[src/shared/spectral_threshold_map.svh]
// register map, field positions, reset values and sizes for the spectral threshold block
`ifndef SPECTRAL_THRESHOLD_MAP_SVH
`define SPECTRAL_THRESHOLD_MAP_SVH

`define LOW_THR_LOW_ADDR   8'h84
`define LOW_THR_HIGH_ADDR  8'h85
`define HIGH_THR_LOW_ADDR  8'h86
`define HIGH_THR_HIGH_ADDR 8'h87
`define CHAN_CFG_ADDR      8'hB5
`define STATUS_ADDR        8'h93
`define CHAN_SEL_MSB       2
`define SPECTRAL_FLAG_BIT  3
`define THR_RESET          16'h0000
`define CHAN_SEL_RESET     3'h0
`define NUM_CHANNELS       5
`define PERS_WIDTH         4
`define DEV_ADDR_DEFAULT   7'h2A

`endif

[src/shared/spectral_threshold_pkg.sv]
// types shared by the spectral threshold design
package spectral_threshold_pkg;
	typedef enum logic [2:0] {
		BUS_IDLE  = 3'b000,
		BUS_ADDR  = 3'b001,
		BUS_AACK  = 3'b010,
		BUS_WRITE = 3'b011,
		BUS_WACK  = 3'b100,
		BUS_READ  = 3'b101,
		BUS_RACK  = 3'b110
	} bus_state_e;
	typedef logic [7:0] byte_t;
endpackage

[src/shared/reg_access_if.sv]
// register access carrier between the serial slave and the register file
interface reg_access_if;
	logic       wrEn;
	logic [7:0] wrAddr;
	logic [7:0] wrData;
	logic [7:0] rdAddr;
	logic [7:0] rdData;
	modport slave (output wrEn, output wrAddr, output wrData, output rdAddr, input rdData);
	modport regs  (input wrEn, input wrAddr, input wrData, input rdAddr, output rdData);
endinterface

[src/hw/spectral_threshold_interrupt.sv]
// spectral threshold window, persistence and interrupt flag with its registers
`include "spectral_threshold_map.svh"
module spectral_threshold_interrupt #(
	parameter int         NCH      = `NUM_CHANNELS,
	parameter int         PW       = `PERS_WIDTH,
	parameter logic [6:0] DEV_ADDR = `DEV_ADDR_DEFAULT // arbitrary value
) (
	input  wire logic                 clk,
	input  wire logic                 nrst,
	input  wire logic                 sclIn,
	input  wire logic                 sdaIn,
	output logic                      sdaOut,
	output logic                      sdaOe,
	input  wire logic                 spectralIrqEnable,
	input  wire logic [PW-1:0]        persistenceCount,
	input  wire logic                 resultValid,
	input  wire logic [NCH-1:0][15:0] channelResult,
	output logic                      spectralIrq
);
	logic [1:0]    rstSync_q;
	logic          rstn;
	reg_access_if  regBus ();

	logic [7:0]    lowHold_q, lowHold_d, highHold_q, highHold_d;
	logic [15:0]   lowThr_q, lowThr_d, highThr_q, highThr_d;
	logic [2:0]    chanSel_q, chanSel_d;
	logic [PW-1:0] persCnt_q, persCnt_d;
	logic          flag_q, flag_d;
	logic [NCH-1:0] chanOut;
	logic          selValid, outside, hit, clearFlag;
	logic [PW-1:0] persNext, persNeed;

	// async assert, release through two stages
	always_ff @(posedge clk or negedge nrst) begin
		if (!nrst) begin
			rstSync_q <= 2'b00;
		end else begin
			rstSync_q <= {rstSync_q[0], 1'b1};
		end
	end
	assign rstn = rstSync_q[1];

	i2c_reg_slave #(.DEV_ADDR(DEV_ADDR)) serialPort (
		.clk   (clk),
		.rstn  (rstn),
		.sclIn (sclIn),
		.sdaIn (sdaIn),
		.sdaOe (sdaOe),
		.bus   (regBus.slave)
	);
	assign sdaOut = 1'b0; // open drain: only pulls low

	// per-channel window compare
	for (genvar i = 0; i < NCH; i++) begin : g_cmp
		assign chanOut[i] = (channelResult[i] < lowThr_q) || (channelResult[i] > highThr_q);
	end

	assign selValid  = 32'(chanSel_q) < NCH; // codes 5..7 compare nothing
	assign outside   = selValid && chanOut[chanSel_q[$clog2(NCH)-1:0]];
	assign persNext  = (&persCnt_q) ? persCnt_q : persCnt_q + {{(PW-1){1'b0}}, 1'b1};
	assign persNeed  = (persistenceCount == '0) ? {{(PW-1){1'b0}}, 1'b1} : persistenceCount;
	assign hit       = resultValid && outside && (persNext >= persNeed);
	assign clearFlag = regBus.wrEn && regBus.wrAddr == `STATUS_ADDR
		&& regBus.wrData[`SPECTRAL_FLAG_BIT];

	always_comb begin
		lowHold_d  = lowHold_q;
		highHold_d = highHold_q;
		lowThr_d   = lowThr_q;
		highThr_d  = highThr_q;
		chanSel_d  = chanSel_q;
		persCnt_d  = persCnt_q;
		flag_d     = flag_q;
		if (regBus.wrEn) begin
			unique case (regBus.wrAddr)
				`LOW_THR_LOW_ADDR:   lowHold_d  = regBus.wrData;
				`LOW_THR_HIGH_ADDR:  lowThr_d   = {regBus.wrData, lowHold_q};
				`HIGH_THR_LOW_ADDR:  highHold_d = regBus.wrData;
				`HIGH_THR_HIGH_ADDR: highThr_d  = {regBus.wrData, highHold_q};
				`CHAN_CFG_ADDR:      chanSel_d  = regBus.wrData[`CHAN_SEL_MSB:0];
				default: begin
				end
			endcase
		end
		if (resultValid && selValid) begin
			persCnt_d = outside ? persNext : '0;
		end
		if (clearFlag) begin
			flag_d = 1'b0;
		end
		if (hit && spectralIrqEnable) begin
			flag_d = 1'b1; // set beats a same-cycle clear
		end
	end

	always_ff @(posedge clk or negedge rstn) begin
		if (!rstn) begin
			lowHold_q  <= 8'h00;
			highHold_q <= 8'h00;
			lowThr_q   <= `THR_RESET;
			highThr_q  <= `THR_RESET;
			chanSel_q  <= `CHAN_SEL_RESET;
			persCnt_q  <= '0;
			flag_q     <= 1'b0;
		end else begin
			lowHold_q  <= lowHold_d;
			highHold_q <= highHold_d;
			lowThr_q   <= lowThr_d;
			highThr_q  <= highThr_d;
			chanSel_q  <= chanSel_d;
			persCnt_q  <= persCnt_d;
			flag_q     <= flag_d;
		end
	end

	// low-byte registers read back the held byte, not the active one
	always_comb begin
		unique case (regBus.rdAddr)
			`LOW_THR_LOW_ADDR:   regBus.rdData = lowHold_q;
			`LOW_THR_HIGH_ADDR:  regBus.rdData = lowThr_q[15:8];
			`HIGH_THR_LOW_ADDR:  regBus.rdData = highHold_q;
			`HIGH_THR_HIGH_ADDR: regBus.rdData = highThr_q[15:8];
			`CHAN_CFG_ADDR:      regBus.rdData = {5'h00, chanSel_q};
			`STATUS_ADDR:        regBus.rdData = {4'h0, flag_q, 3'h0};
			default:             regBus.rdData = 8'h00;
		endcase
	end

	assign spectralIrq = flag_q;
endmodule // spectral_threshold_interrupt

[src/hw/i2c_reg_slave.sv]
// two-wire serial slave giving byte access to the register file
`include "spectral_threshold_map.svh"
module i2c_reg_slave #(
	parameter logic [6:0] DEV_ADDR = `DEV_ADDR_DEFAULT // arbitrary value
) (
	input  wire logic     clk,
	input  wire logic     rstn,
	input  wire logic     sclIn,
	input  wire logic     sdaIn,
	output logic          sdaOe,
	reg_access_if.slave   bus
);
	spectral_threshold_pkg::bus_state_e state_q, state_d;
	spectral_threshold_pkg::byte_t      shift_q, shift_d, ptr_q, ptr_d;
	spectral_threshold_pkg::byte_t      wrAddr_q, wrAddr_d, wrData_q, wrData_d;
	logic [3:0] cnt_q, cnt_d;
	logic       sclPrev_q, sdaPrev_q, ptrSet_q, ptrSet_d, rw_q, rw_d;
	logic       sdaLow_q, sdaLow_d, wrEn_q, wrEn_d;
	logic       start, stop, rise, fall;

	assign start = sclIn && sdaPrev_q && !sdaIn;
	assign stop  = sclIn && !sdaPrev_q && sdaIn;
	assign rise  = !sclPrev_q && sclIn;
	assign fall  = sclPrev_q && !sclIn;

	always_comb begin
		state_d  = state_q;
		shift_d  = shift_q;
		ptr_d    = ptr_q;
		cnt_d    = cnt_q;
		ptrSet_d = ptrSet_q;
		rw_d     = rw_q;
		sdaLow_d = sdaLow_q;
		wrEn_d   = 1'b0;
		wrAddr_d = wrAddr_q;
		wrData_d = wrData_q;
		if (start) begin
			state_d  = spectral_threshold_pkg::BUS_ADDR;
			cnt_d    = 4'h0;
			ptrSet_d = 1'b0;
			sdaLow_d = 1'b0;
		end else if (stop) begin
			state_d  = spectral_threshold_pkg::BUS_IDLE;
			sdaLow_d = 1'b0;
		end else begin
			if (rise && state_q != spectral_threshold_pkg::BUS_READ) begin
				shift_d = {shift_q[6:0], sdaIn};
				cnt_d   = cnt_q + 4'h1;
			end else if (rise) begin
				cnt_d = cnt_q + 4'h1;
			end
			if (fall) begin
				unique case (state_q)
					spectral_threshold_pkg::BUS_IDLE: begin
					end
					spectral_threshold_pkg::BUS_ADDR: begin
						if (cnt_q == 4'h8) begin
							if (shift_q[7:1] == DEV_ADDR) begin
								state_d  = spectral_threshold_pkg::BUS_AACK;
								sdaLow_d = 1'b1;
								rw_d     = shift_q[0];
							end else begin
								state_d = spectral_threshold_pkg::BUS_IDLE;
							end
						end
					end
					spectral_threshold_pkg::BUS_AACK, spectral_threshold_pkg::BUS_RACK: begin
						cnt_d = 4'h0;
						if (state_q == spectral_threshold_pkg::BUS_RACK && shift_q[0]) begin
							state_d  = spectral_threshold_pkg::BUS_IDLE; // master nack ends reads
							sdaLow_d = 1'b0;
						end else if (rw_q) begin
							state_d  = spectral_threshold_pkg::BUS_READ;
							shift_d  = bus.rdData;
							sdaLow_d = !bus.rdData[7];
						end else begin
							state_d  = spectral_threshold_pkg::BUS_WRITE;
							sdaLow_d = 1'b0;
						end
					end
					spectral_threshold_pkg::BUS_WRITE: begin
						if (cnt_q == 4'h8) begin
							state_d  = spectral_threshold_pkg::BUS_WACK;
							sdaLow_d = 1'b1;
							if (!ptrSet_q) begin
								ptr_d    = shift_q;
								ptrSet_d = 1'b1;
							end else begin
								wrEn_d   = 1'b1;
								wrAddr_d = ptr_q;
								wrData_d = shift_q;
								ptr_d    = ptr_q + 8'h01; // auto-increment lets one transfer hit both bytes
							end
						end
					end
					spectral_threshold_pkg::BUS_WACK: begin
						state_d  = spectral_threshold_pkg::BUS_WRITE;
						sdaLow_d = 1'b0;
						cnt_d    = 4'h0;
					end
					spectral_threshold_pkg::BUS_READ: begin
						if (cnt_q == 4'h8) begin
							state_d  = spectral_threshold_pkg::BUS_RACK;
							sdaLow_d = 1'b0;
							ptr_d    = ptr_q + 8'h01;
						end else begin
							sdaLow_d = !shift_q[6];
							shift_d  = {shift_q[6:0], 1'b0};
						end
					end
					default: state_d = spectral_threshold_pkg::BUS_IDLE;
				endcase
			end
		end
	end

	always_ff @(posedge clk or negedge rstn) begin
		if (!rstn) begin
			state_q   <= spectral_threshold_pkg::BUS_IDLE;
			shift_q   <= 8'h00;
			ptr_q     <= 8'h00;
			cnt_q     <= 4'h0;
			ptrSet_q  <= 1'b0;
			rw_q      <= 1'b0;
			sdaLow_q  <= 1'b0;
			wrEn_q    <= 1'b0;
			wrAddr_q  <= 8'h00;
			wrData_q  <= 8'h00;
			sclPrev_q <= 1'b1;
			sdaPrev_q <= 1'b1;
		end else begin
			state_q   <= state_d;
			shift_q   <= shift_d;
			ptr_q     <= ptr_d;
			cnt_q     <= cnt_d;
			ptrSet_q  <= ptrSet_d;
			rw_q      <= rw_d;
			sdaLow_q  <= sdaLow_d;
			wrEn_q    <= wrEn_d;
			wrAddr_q  <= wrAddr_d;
			wrData_q  <= wrData_d;
			sclPrev_q <= sclIn;
			sdaPrev_q <= sdaIn;
		end
	end

	assign sdaOe      = sdaLow_q;
	assign bus.wrEn   = wrEn_q;
	assign bus.wrAddr = wrAddr_q;
	assign bus.wrData = wrData_q;
	assign bus.rdAddr = ptr_q;
endmodule // i2c_reg_slave

[config.mk]
export PLATFORM = sky130hd
export DESIGN_NAME = spectral_threshold_interrupt
export DESIGN_NICKNAME = d
export VERILOG_FILES = /design/src/shared/spectral_threshold_pkg.sv /design/src/shared/reg_access_if.sv /design/src/hw/spectral_threshold_interrupt.sv /design/src/hw/i2c_reg_slave.sv
export VERILOG_INCLUDE_DIRS = /design/src /design/src/shared
export SDC_FILE = /design/constraint.sdc
export NUM_CORES = 1
export LEC_CHECK = 0
export BUFFER_PORTS_ARGS = -buffer_cell sky130_fd_sc_hd__buf_2
export CORE_ASPECT_RATIO = 1.1
export CORE_MARGIN = 2
export CORE_UTILIZATION = 45
export DETAILED_ROUTE_END_ITERATION = 12
export GPL_TIMING_DRIVEN = 0
export PLACE_DENSITY = 0.75
export RECOVER_POWER = 25
export REMOVE_ABC_BUFFERS = 1
export SLEW_MARGIN = 40
export SYNTH_ARGS = -nofsm -noshare
export SYNTH_HDL_FRONTEND = slang
export SYNTH_SLANG_ARGS = --single-unit
[constraint.sdc]
create_clock -name clk -period 5.4 [get_ports clk]
set_input_delay 0.27 -clock clk [delete_from_list [all_inputs] [get_ports clk]]
set_output_delay 0.27 -clock clk [all_outputs]
set_load 0.01 [all_outputs]
==> summary.md <==
| Metric | Value |
|---|---|
| Port bufs | between 90 and 100 |
| Startpoint types | register |
| Status | finished with violations |
| Setup_tns | 0 ns |
| Ys flop type | dfrtp_1 |
| Sequential area share after synthesis | a little under a third |
| Pin count of the biggest net entering global routing | 44 |
| Fin cells | approximately 1,200 |
| Synth area leader | dfrtp_1 |
| Via density per instance | 6.03 |
| Vias | 7,281 |
| Post-synth cell types | a little under 70 |
| Slowest-stage cell, CP | clkbuf_1 |
| Drc violations | 0 |
| Worst setup path class | reg2async |
| Max IR drop VDD | between 0.00015 and 0.0002 V |
| # IOs | 93 |
| Total Nets Final | 1,216 |
| DP HPWL | 18,300 um |
| TritonCTS Buffers | 9 |
| Final period utilization | roughly 57% |
| Final Cell Area | approximately 9500 um2 |
| Violations in the final reports | capacitance limit, slew limit |
| Filler Cell Count | ~1,700 |
| CP top delay family | buffers and inverters |
| Detailed Routing Iterations Pass 1 | 7 |
| CTS sink cnt | about 100 |
| Final setup fails | 0 |
| Grt total ovfl | 0 |
| Die Span X | about 130 um |
| Mean routed wirelength per cell | approximately 19 um |
| Setup WS post-layout | 2.31 ns |
| Area after DPL | between 9000 and 10,000 um2 |
| Gp weighted congestion | 0.961 |
| Average size of a mapped cell | slightly below 10 um2 |
| Critical path capture point type | async pin |
| CP Cell Sequence | clkbuf_1 |
| Layout cell share with drive strength beyond 1 | ~19% |
| EDFF count, synth | 0 |
| Die area | around 20,000 um2 |
| 1st-iter DRT viols | 518 |
| N_diodes | 0 |
| Depth of the CTS H-tree | 3 |
| TritonCTS clock tree | built |
| Min-delay worst type | in2reg |
| Number of global-route vias before repair | between 7,000 and 8,000 |
| Critical path data required time | between 5 and 6 ns |
| Pwr/cell area | ~200 nW/um2 |
| Placed cells | 1,191 |
| Max-capacitance violation count | 1 |
| Root Driver | clkbuf_16 |
| Setup Skew | approximately 0.010 ns |
| Ys async rst share | between 90% and 100% |
| Post-DRT Antenna Nets | 0 |
| Clk slew on worst S/H paths | 0.07 ns |
| Leak | roughly 4.3 nW |
| Synth warn | 0 |
| Crit path buf inv count | 1 |
| First-pass GRT wire length | roughly 36,000 um |
| FP Rows | 52 |
| Core ar. | between 15,000 and 20,000 um2 |
| Crit Path Max Fanout | 43 |
| Final Hold Viols | 0 |
| RSZ-0062 raised after global routing | false |
| Top cells by count, synth | ha_1 (166), dfrtp_1 (101), a21oi_1 (68), mux2_2 (65), nand2_1 (62) |
| Number of synthesized register bits | 103 |
| Top post-synthesis cells by area | dfrtp_1 (30%), ha_1 (25%), mux2_2 (8.6%), a21oi_1 (4.0%), nand2_1 (2.7%) |
| Top-count cell post-synth | ha_1 |
| Fin crit period | between 3 and 4 ns |
| Post-CTS Setup Bufs | 0 |
| Initial Util | roughly 46% |
| Drt total wl | between 20,000 and 25,000 um |
| Slew headroom | -59.4% |
| Final slew viol count | 43 |
| Area Growth Syn to Fin | 11.8% |
| Max stage delay on crit path | 1.76 ns |
| Mapped Cells | just under 900 |
| Synthesized area | between 8000 and 9000 um2 |
| Initial antenna violation count | 0 |
| Fmax | 324 MHz |
| Latest clock arrival within the worst-skew pair | 0.35 ns |
| Slew of the pin with the lowest slew margin | 2.39 ns |
| Critical path arrival | between 3 and 4 ns |
| GRT Overall Usage | between 20 and 25% |
| Bufs on Longest Clock Path | 2 |
| Top cell type's share of synthesized area | approximately 30% |
| Pre-CTS setup slack | around 2.6 ns |
| Chip Height | around 150 um |
## per-layer routing
metal	wire length [um]	track usage, %
met2	10900	39.2
met4	968	10.4
met5	0	0
met3	1120	2.64
met1	9400	28.2
## final timing paths
check | startpoint | to | slack (ns) | cells after the start
max in group clk | highThr_q[9] | spectralIrq | 2.54 | 8
worst max-delay path | rstSync_q[1] | lowHold_q[1] | 2.31 | 1
worst max register to register | rstSync_q[1] | lowHold_q[1] | 2.31 | 1
min in group asynchronous | nrst | rstSync_q[1] | 0.24 | 2
worst min register to register | rstSync_q[1] | serialPort.cnt_q[1] | 0.35 | 0
worst min-delay path | sdaIn | serialPort.sdaPrev_q | 0.05 | 1
## placed cells by master (no fill, tap or decap), types with 9 or more instances in the layout
master and n:
nand4_1 30, mux2_2 65, o21ai_0 39, dfrtp_1 101, buf_2 88, nor3_1 14
nor2b_1 16, nand2_1 62, a211oi_1 14, clkbuf_16 9, nand3_1 24, nor2_1 33
a21o_1 17, inv_1 55, ha_1 166, a22oi_1 11, a21oi_1 68
## power by group
part	internal (mW)	leakage (nW)	switching [mW]
logic	0.170	2.80	0.192
clock network	0.326	0.127	0.287
registers	0.807	1.40	0.0648
total	1.30	4.32	0.544
## what timing repair did
action | in CTS | in global routing
hold endpoints to repair | 2 | 0
resized for setup | 0 | 0
hold buffers | 1 | 0
## flip-flops by register name (all words and copies together), names as in the netlist
register / cells
serialPort.sdaOe: 1
spectralIrq: 1
serialPort.sdaPrev_q: 1
rstSync_q: 2
lowThr_q: 16
lowHold_q: 8
serialPort.bus.wrData: 8
serialPort.shift_q: 8
highThr_q: 16
chanSel_q: 3
serialPort.state_q: 3
serialPort.cnt_q: 4
highHold_q: 8
serialPort.sclPrev_q: 1
serialPort.bus.rdAddr: 8
persCnt_q: 4
serialPort.rw_q: 1
serialPort.bus.wrEn: 1
serialPort.bus.wrAddr: 8
serialPort.ptrSet_q: 1
## layout make-up
class	count	area [um2]	share of cell area (%)
Multi-Input combinational cell	696	5600	59.2
Sequential cell	103	2580	27.2
Timing Repair Buffer	95	493	5.21
Tap cell	243	304	3.21
Clock buffer	10	239	2.52
Inverter	55	206	2.18
Clock inverter	6	43.8	0.462
## metrics by stage
step	hold slack [ns]	total power, mW	util, %
floorplan	-0.0256	1.11	-
finish	0.0451	1.85	51.4
global route	0.0543	1.96	51.4
CTS	0.0362	1.86	51.5
detailed placement	0.0568	1.25	49.9
global placement	0.0558	1.22	49.6
## kinds of logic (layout without fill, tap and decap cells)
logic type      after synthesis  in the layout  synth area share (%)
other cells                   2              2                0.0886
flops                       103            103                  30.5
compound gates              236            236                  18.4
simple gates                221            221                  13.5
xor+xnor                      2              2                 0.207
fa+ha+maj                   166            166                  24.5
buf+inv                      76            166                  3.68
mux                          69             69                  9.11
Note: power is estimated with default switching activity, not from simulation.
